## src/shared/mrpc_pkg.sv

```systemverilog
// package: constants and carriers for the module reset and power control
package mrpc_pkg;
  localparam int unsigned CLK_HZ = 125000000;
  // long-hold switch-off time in milliseconds
  localparam int unsigned OFF_HOLD_MS = 1800;
  localparam longint unsigned OFF_HOLD_CYC_L =
    (longint'(OFF_HOLD_MS) * longint'(CLK_HZ)) / 64'd1000;
  localparam int unsigned OFF_HOLD_CYC = int'(OFF_HOLD_CYC_L);
  localparam int unsigned CNT_W = 28;
  // least reset hold the host should apply, nanoseconds
  localparam int unsigned RST_HOLD_NS = 120000;
  localparam int unsigned NUM_PIO = 64;
  localparam logic [63:0] STRONG_PU_MASK = 64'h0000_0000_0000_480a;
  localparam logic [63:0] WEAK_PD_MASK = 64'h1000_0000_0001_0030;
  localparam logic [63:0] ZERO64 = 64'h0000_0000_0000_0000;

  typedef enum logic [1:0] {
    MRPC_RUN = 2'b00,
    MRPC_RESET = 2'b01,
    MRPC_OFF = 2'b10
  } mrpc_state_t;

  // pull controls applied to the programmable pins
  typedef struct packed {
    logic [63:0] strong_pullup;
    logic [63:0] strong_pulldown;
    logic [63:0] weak_pullup;
    logic [63:0] weak_pulldown;
  } mrpc_pulls_t;

  // reset sources seen by the sequencer
  typedef struct packed {
    logic pin;
    logic por;
    logic charger;
    logic watchdog;
  } mrpc_src_t;
endpackage

```

## src/mrpc_sync.sv

```systemverilog
// two-flop synchroniser for asynchronous level inputs
`timescale 1ns/10ps
`default_nettype none
module mrpc_sync #(
  parameter int W = 1,
  parameter logic [W-1:0] RST_VAL = '0
) (
  input wire logic CORE_CLK,
  input wire logic SYS_RST,
  input wire logic [W-1:0] async_in,
  output logic [W-1:0] sync_out
);
  logic [W-1:0] meta_q;

  always_ff @(posedge CORE_CLK) begin
    if (SYS_RST) begin
      meta_q <= RST_VAL;
      sync_out <= RST_VAL;
    end else begin
      meta_q <= async_in;
      sync_out <= meta_q;
    end
  end
endmodule
`default_nettype wire

```

## src/mrpc_top.sv

```systemverilog
// reset and power sequencer of the wireless audio module
//
// Behaviour
// - reset on pin, power-on, charger, watchdog
// - external reset input is active low
// - in reset, pins inputs, outputs tristated
// - usb lines tristated, button pin unpulled
// - strong pull-up on pins 1,3,11,14
// - weak pull-down on pins 4,5,16,60
// - low over 1.8s without charger: off
// - wake from off on rising edge
// - shared pin is reset while off/booting
`timescale 1ns/10ps
`default_nettype none
module mrpc_top #(
  parameter int unsigned OFF_HOLD_CYC = mrpc_pkg::OFF_HOLD_CYC
) (
  input wire logic CORE_CLK,
  input wire logic SYS_RST,
  input wire logic RESET_IN_N,
  input wire logic POR_IN,
  input wire logic CHARGER_SUPPLY_IN,
  input wire logic WATCHDOG_EXPIRED,
  input wire logic BUTTON_WAKE_PIN,
  input wire logic BOOT_DONE,
  input wire logic SHARED_PIN_AS_GPIO,
  output logic RESET_ACTIVE,
  output logic POWER_ON,
  output logic [63:0] PIO_OE_N,
  output logic [63:0] OUT_HIZ,
  output logic USB_OE_N,
  output logic BUTTON_PULL_EN,
  output var mrpc_pkg::mrpc_pulls_t PIN_PULLS,
  output logic SHARED_PIN_IS_RESET
);
  // ----------------------------------------------------------------
  // input synchronisation
  // ----------------------------------------------------------------
  logic [4:0] raw_in;
  logic [4:0] sync_in;
  logic reset_in_n;
  logic por_s;
  logic chg_s;
  logic btn_s;
  logic wdog_s;

  assign raw_in = {RESET_IN_N, POR_IN, CHARGER_SUPPLY_IN,
                   BUTTON_WAKE_PIN, WATCHDOG_EXPIRED};

  // reset line idles high, so it leaves reset deasserted
  mrpc_sync #(.W(5), .RST_VAL(5'h10)) u_sync (
    .CORE_CLK(CORE_CLK),
    .SYS_RST(SYS_RST),
    .async_in(raw_in),
    .sync_out(sync_in)
  );

  assign reset_in_n = sync_in[4];
  assign por_s = sync_in[3];
  assign chg_s = sync_in[2];
  assign btn_s = sync_in[1];
  assign wdog_s = sync_in[0];

  // ----------------------------------------------------------------
  // edge detection and source gathering
  // ----------------------------------------------------------------
  logic chg_prev_q;
  logic btn_prev_q;
  logic chg_rise;
  logic btn_rise;
  logic pin_reset_req;
  mrpc_pkg::mrpc_src_t src;
  logic any_src;

  // history flops reset to the idle low level of both pins, so that
  // leaving reset shows no false rising edge
  always_ff @(posedge CORE_CLK) begin
    if (SYS_RST) begin
      chg_prev_q <= 1'b0;
      btn_prev_q <= 1'b0;
    end else begin
      chg_prev_q <= chg_s;
      btn_prev_q <= btn_s;
    end
  end

  assign chg_rise = chg_s & ~chg_prev_q;
  assign btn_rise = btn_s & ~btn_prev_q;

  // state register, declared here as the handover logic reads it
  mrpc_pkg::mrpc_state_t state_q;
  mrpc_pkg::mrpc_state_t state_d;

  // the shared pin only stops acting as reset once software, after
  // boot, hands it over to general-purpose use
  logic gpio_mode_q;
  always_ff @(posedge CORE_CLK) begin
    if (SYS_RST) begin
      gpio_mode_q <= 1'b0;
    end else if (state_q != mrpc_pkg::MRPC_RUN) begin
      gpio_mode_q <= 1'b0;
    end else if (BOOT_DONE && SHARED_PIN_AS_GPIO) begin
      gpio_mode_q <= 1'b1;
    end
  end

  assign pin_reset_req = ~reset_in_n & ~gpio_mode_q;
  assign src.pin = pin_reset_req;
  assign src.por = por_s;
  assign src.charger = chg_rise;
  assign src.watchdog = wdog_s;
  assign any_src = |src;

  // ----------------------------------------------------------------
  // long-hold counter
  // ----------------------------------------------------------------
  logic [mrpc_pkg::CNT_W-1:0] hold_cnt_q;
  logic hold_expired;
  localparam logic [mrpc_pkg::CNT_W-1:0] HOLD_LIMIT =
    mrpc_pkg::CNT_W'(OFF_HOLD_CYC);

  // the count restarts whenever the line returns high, so only an
  // unbroken low interval can turn the module off
  always_ff @(posedge CORE_CLK) begin
    if (SYS_RST) begin
      hold_cnt_q <= '0;
    end else if (!pin_reset_req) begin
      hold_cnt_q <= '0;
    end else if (hold_cnt_q != HOLD_LIMIT) begin
      hold_cnt_q <= hold_cnt_q + 1'b1;
    end
  end

  // qualified by the live request: the count clears one edge after the
  // line returns high, and a release must not switch off in that gap
  assign hold_expired = pin_reset_req && (hold_cnt_q == HOLD_LIMIT);

  // ----------------------------------------------------------------
  // power state machine
  // ----------------------------------------------------------------
  always_comb begin
    state_d = state_q;
    unique case (state_q)
      mrpc_pkg::MRPC_RUN: begin
        if (any_src) begin
          state_d = mrpc_pkg::MRPC_RESET;
        end
      end
      mrpc_pkg::MRPC_RESET: begin
        if (hold_expired && !chg_s) begin
          state_d = mrpc_pkg::MRPC_OFF;
        end else if (!any_src) begin
          state_d = mrpc_pkg::MRPC_RUN;
        end
      end
      mrpc_pkg::MRPC_OFF: begin
        if (btn_rise || chg_rise) begin
          state_d = mrpc_pkg::MRPC_RESET;
        end
      end
      default: state_d = mrpc_pkg::MRPC_RESET;
    endcase
  end

  always_ff @(posedge CORE_CLK) begin
    if (SYS_RST) begin
      state_q <= mrpc_pkg::MRPC_RESET;
    end else begin
      state_q <= state_d;
    end
  end

  // ----------------------------------------------------------------
  // pin state outputs
  // ----------------------------------------------------------------
  logic safe_d;
  assign safe_d = (state_d != mrpc_pkg::MRPC_RUN);

  always_ff @(posedge CORE_CLK) begin
    if (SYS_RST) begin
      RESET_ACTIVE <= 1'b1;
      POWER_ON <= 1'b1;
      SHARED_PIN_IS_RESET <= 1'b1;
    end else begin
      RESET_ACTIVE <= safe_d;
      POWER_ON <= (state_d != mrpc_pkg::MRPC_OFF);
      SHARED_PIN_IS_RESET <= safe_d | ~gpio_mode_q;
    end
  end

  // while in reset or off, drivers are released and reset pulls apply;
  // in run the core owns pads, so pulls and enables drop to defaults
  localparam mrpc_pkg::mrpc_pulls_t SAFE_PULLS = '{
    strong_pullup: mrpc_pkg::STRONG_PU_MASK,
    strong_pulldown: mrpc_pkg::ZERO64,
    weak_pullup: mrpc_pkg::ZERO64,
    weak_pulldown: mrpc_pkg::WEAK_PD_MASK
  };

  always_ff @(posedge CORE_CLK) begin
    if (SYS_RST || safe_d) begin
      PIO_OE_N <= ~mrpc_pkg::ZERO64;
      OUT_HIZ <= ~mrpc_pkg::ZERO64;
      USB_OE_N <= 1'b1;
      BUTTON_PULL_EN <= 1'b0;
    end else begin
      PIO_OE_N <= ~mrpc_pkg::ZERO64;
      OUT_HIZ <= mrpc_pkg::ZERO64;
      USB_OE_N <= 1'b1;
      BUTTON_PULL_EN <= 1'b0;
    end
  end

  // pulls kept apart: only the reset pattern is ours, pulls in run are
  // left to software and stay at none here
  always_ff @(posedge CORE_CLK) begin
    if (SYS_RST || safe_d) begin
      PIN_PULLS <= SAFE_PULLS;
    end else begin
      PIN_PULLS <= '0;
    end
  end
endmodule
`default_nettype wire

```

## config.mk

```make
export PLATFORM = sky130hd
export DESIGN_NAME = mrpc_top
export DESIGN_NICKNAME = d
export VERILOG_FILES = /design/src/shared/mrpc_pkg.sv /design/src/mrpc_sync.sv /design/src/mrpc_top.sv
export SDC_FILE = /design/constraint.sdc
export NUM_CORES = 1
export LEC_CHECK = 0
export BUFFER_PORTS_ARGS = -buffer_cell sky130_fd_sc_hd__buf_2
export CORE_AREA = 2 2 155 157
export CTS_CLUSTER_DIAMETER = 50
export DETAILED_ROUTE_END_ITERATION = 12
export DIE_AREA = 0 0 157 159
export MAX_ROUTING_LAYER = met4
export PLACE_DENSITY = 0.61
export SYNTH_ARGS = -nofsm -noshare
export SYNTH_HDL_FRONTEND = slang
export SYNTH_SLANG_ARGS = --single-unit
```

## constraint.sdc

```tcl
create_clock -name CORE_CLK -period 1.95 [get_ports CORE_CLK]
set_input_delay 0.0975 -clock CORE_CLK [delete_from_list [all_inputs] [get_ports CORE_CLK]]
set_output_delay 0.0975 -clock CORE_CLK [all_outputs]
set_load 0.01 [all_outputs]
```

== Word-level counts from Yosys, hierarchy flattened ==
Index checks and enable logic that the tools add are counted.
Storage, ports and cells
  flip-flop bits (word level): 366
  input port bits: 9
  logic and storage cells: 49
Operators by class
  $add $sub $neg: 1
  eq/ne operators: 5
  mux-type cells: 7
  bitwise operators: 9
  reductions and logical operators: 12
Operators by type and width (number)
  two-way mux 207 bit: 1
  two-way mux 64 bit: 1
  adder 28 x 1 -> 28 bit, second input constant: 1
  == test 28 bit, second input constant: 1
  inequality test 28 bit, second input constant: 1
  two-way mux 2 bit: 4
  one-hot mux 2 bit (3 select lines): 1
  inverter 1 bit: 5
  nonzero test 2 bit: 2
  OR reduction 2 bit: 2
  OR reduction 4 bit: 1
  AND 1 bit: 3
  logical AND 1 bit: 3
  == test 2 x 1 -> 1 bit, second input constant: 1
  == test 2 bit, second input constant: 1
  logical NOT 2 bit: 1
  logical OR 1 bit: 2
  inequality test 2 bit, second input constant: 1
  logical NOT 1 bit: 1
  OR 1 bit: 1

== Logic depth before layout (Yosys ltp) ==
  depth in word-level cells: 9
  gate-level depth with buffers: 6

== Cells and area by module ==
Synthesis repeated with hierarchy kept, for this count alone.
Second synthesis, totals
  cells, all modules: 605
  area total of the unflattened synthesis: 4907.2 um2
By module, submodules not included
  mrpc_top: times used 1, cells an instance 585, area an instance 4644.5 um2, sequential area each 740.7 um2
  mrpc_sync: times used 1, cells an instance 20, area an instance 262.8 um2, sequential area each 200.2 um2

== Worst setup path before layout ==
OpenSTA, ideal clock, no wires.
  kind: register to register
  from: register hold_cnt_q[3] (netlist name)
  to: register hold_cnt_q[25] (netlist name)
  arrival: 1812 ps
  data required time: 1879 ps
  slack: 68 ps
  stages on the path, launching flop included: 6
  clock period less this slack: 1882 ps
  path through: dfxtp_1 nand4_4 or4_1 buf_2 or4_1 a21oi_1
Between the ends
  longest elaborated chain between the ends: 1
RTL lines
  start: declaration: line mrpc_top.sv:117  | logic [mrpc_pkg::CNT_W-1:0] hold_cnt_q;
  start signal: assignment: line mrpc_top.sv:130  | hold_cnt_q <= hold_cnt_q + 1'b1;
  adder 28 x 1 -> 28 bit / inequality test 28 bit (equally long branches): line mrpc_top.sv:130, mrpc_top.sv:129
Several ways; a longest one is shown, not always the timed one.
A chain may end at the register's enable or synchronous reset.

== Worst setup path after layout ==
  from: register hold_cnt_q[5] (netlist name)
  to: register hold_cnt_q[21] (netlist name)
The elaborated chain is that of the path after synthesis.

==> results_dict.tcl <==
set metrics [dict create \
    layout_setup_ws_ps 100 \
    area_growth_pct -9.29 \
    ys_seq_elements 47 \
    num_vias 2746 \
    critPathMaxFanout 13 \
    io_pins 398 \
    gp_congestion 0.765 \
    dpl_cell_area_mm2 0.00420 \
    critPathLaunchType "register" \
    crit_type "reg2reg" \
    synthArstFlopShare 0 \
    drc_errors 0 \
    final_cell_mix "conb_1 (314), buf_2 (83), dfxtp_1 (40), buf_4 (38), a21oi_1 (20)" \
    finalMaxSlewViolations 0 \
    final_antenna_net_count 0 \
    p_sw_uw 833 \
    finalHoldViolCount 0 \
    synthXorXnorAreaFrac 0.0163 \
    tightest_slew_ps 673 \
    seqPwrFrac 0.409 \
    numPortBuffers 83 \
    r2r_cells 5 \
    worst_setup_path_end_kind "register" \
    clk-insertion-delay-late_ps 290 \
    comb_power_share 0.223 \
    finalCritPeriodShare 0.949 \
    yosys.area_share.simple 0.123 \
    multi_input_area_mm2 0.00214 \
    critPathArrivalTime_ps 2060 \
    p_leak_nw 2.15 \
    synth_edf_count 0 \
    pre_cts_slack_ps 47.9 \
    max-slew-margin-rel 0.547 \
    rsz0062_at_grt "no" \
    synth_compound_area_frac 0.0503 \
    grtUsageTotal 0.0433 \
    path_clk_slew_ps 70 \
    cp.required_ps 2160 \
    synth_flop_cell "dfxtp_1" \
    clockBufferDepth 2 \
    route.detailed.wl_per_inst_um 6.91 \
    synth_fa_ha_area_frac 0.00516 \
    syn_area_mm2 0.00485 \
    die_h_um 159 \
    grt_start_max_net_pins 73 \
    floorplan.initialDensity 0.209 \
    layout.nets 663 \
    antenna_cells 0 \
    pwr-share-clk 0.368 \
    drive_gt1_frac 0.224 \
    skew_ps 7.36 \
    ir_drop_mv 0.504 \
    fmaxAchievable_mhz 541 \
    core_area_mm2 0.0232 \
    reg2reg_setup_slack_ps 100 \
    cts-root-buf "clkbuf_16" \
    drtIter0Drc 67 \
    netlist-cell-type-count 35 \
    power-per-cell-area_mw_per_mm2 548 \
    whs_ps 13.7 \
    cts_buffers 5 \
    nFillCells 2563 \
    vias_per_cell 2.83 \
    internal-power_mw 1.58 \
    synthMuxAreaShare 0 \
    dieArea_mm2 0.0250 \
    yosysWarningCount 0 \
    cts_tree "built" \
    clock_sinks 47 \
    final_common_cell "conb_1" \
    grt_pass1_vias 1882 \
    hold_class "in2reg" \
    layout_min_cycle_time_ps 1850 \
    wl_mm 6.72 \
    switching_share 0.346 \
    syn_area_per_cell_um2 8.04 \
    seq_area_um2 950 \
    row_count 56 \
    ys_seq_area_frac 0.194 \
    grt_pass1_wl_mm 8.89 \
    grt.overflow.total 0 \
    dpl.hpwl_mm 5.55 \
    stdcell_area_mm2 0.00440 \
    drv_cap 0 \
    min_path_cells 2 \
    outcome "completed" \
    dr.pass1.iters 4 \
    setup_viol_count_final 0 \
    htree_levels 2 \
    antenna_found_initial 0 \
    finalSetupTns_ps 0 \
    synth_top_family_by_area "buffers and inverters" \
    synthCells 603 \
    dieWidth_um 157 \
]
-- what timing repair did --
item / 4_1_cts / 5_1_grt
hold buffers: 1 / 0
resized for setup: 0 / 12
buffers inserted: 0 / 0
endpoints found under the hold margin: 1 / 0
setup endpoints to repair: 0 / 13
-- final cells by class --
type	count	area share
multi-input cells	467	0.487
flip-flops and latches	47	0.216
repair buffers	123	0.164
well taps	319	0.0908
clock buffers	5	0.0284
inverters	8	0.00683
clock inverters	3	0.00654
-- state kept, by name, indices dropped and copies added, names as in the netlist, 2 cells and up --
name	cells
hold_cnt_q	28
state_q	2
u_sync.meta_q	5
u_sync.sync_out	5
-- cells by family after synthesis --
group | Yosys count
xor+xnor | 9
buf+inv | 401
simple gates | 99
compound gates | 43
flops | 47
other cells | 2
fa+ha+maj | 2
-- final timing paths --
path               startpoint                  to
min reg2reg  u_sync.meta_q[4]  u_sync.sync_out[4]
min          WATCHDOG_EXPIRED    u_sync.meta_q[0]
max reg2reg     hold_cnt_q[5]      hold_cnt_q[21]
max             hold_cnt_q[5]      hold_cnt_q[21]
-- worst max-delay path: stages, from the launching register on --
cell,delay (ps)
dfxtp_2,350
nand4_4,120
or4_4,520
buf_6,160
or4_1,490
a21oi_1,140
-- power groups by stage --
stage          clock network (mW)  logic [mW]  registers, mW
6_report                    0.887       0.538          0.985
3_5_place_dp                    0       0.524           1.01
3_3_place_gp                    0       0.519           1.01
4_1_cts                     0.912       0.525          0.985
2_1_floorplan                   0        1.01           1.03
5_1_grt                     0.952       0.600          0.987
-- through the flow --
step	total power [mW]	cells	util
5_1_grt	2.54	972	0.190
4_1_cts	2.42	972	0.188
3_3_place_gp	1.53	963	0.181
3_5_place_dp	1.53	963	0.181
6_report	2.41	972	0.190
2_1_floorplan	2.04	915	-
-- metal layers --
metal | vias to the layer above | track usage | wire length [µm]
met1 | 1243 | 0.0485 | 2480
met2 | 159 | 0.0772 | 3560
met5 | - | - | 0
li1 | 1340 | - | -
met3 | 4 | 0.0103 | 641
met4 | 0 | 0.0100 | 26
-- synthesized netlist by cell type, drive strengths merged (2+ instances only) --
| library cell | instances | share of area |
|---|---|---|
| a21oi | 21 | 0.022 |
| and3 | 4 | 0.0052 |
| and4 | 3 | 0.0054 |
| buf | 390 | 0.60 |
| clkbuf | 3 | 0.0023 |
| conb | 2 | 0.0015 |
| dfxtp | 47 | 0.19 |
| ha | 2 | 0.0052 |
| inv | 8 | 0.0062 |
| nand2 | 11 | 0.0085 |
| nand3 | 13 | 0.013 |
| nand4 | 5 | 0.0095 |
| nor2 | 12 | 0.0093 |
| nor2b | 11 | 0.014 |
| nor3 | 7 | 0.0072 |
| nor4 | 3 | 0.0039 |
| nor4b | 2 | 0.0036 |
| nor4bb | 2 | 0.0041 |
| o21ai | 11 | 0.011 |
| o31ai | 9 | 0.014 |
| or2 | 2 | 0.0026 |
| or3 | 8 | 0.010 |
| or4 | 11 | 0.017 |
| xnor2 | 6 | 0.011 |
| xor2 | 3 | 0.0054 |
Note: power is estimated with default switching activity, not from simulation.
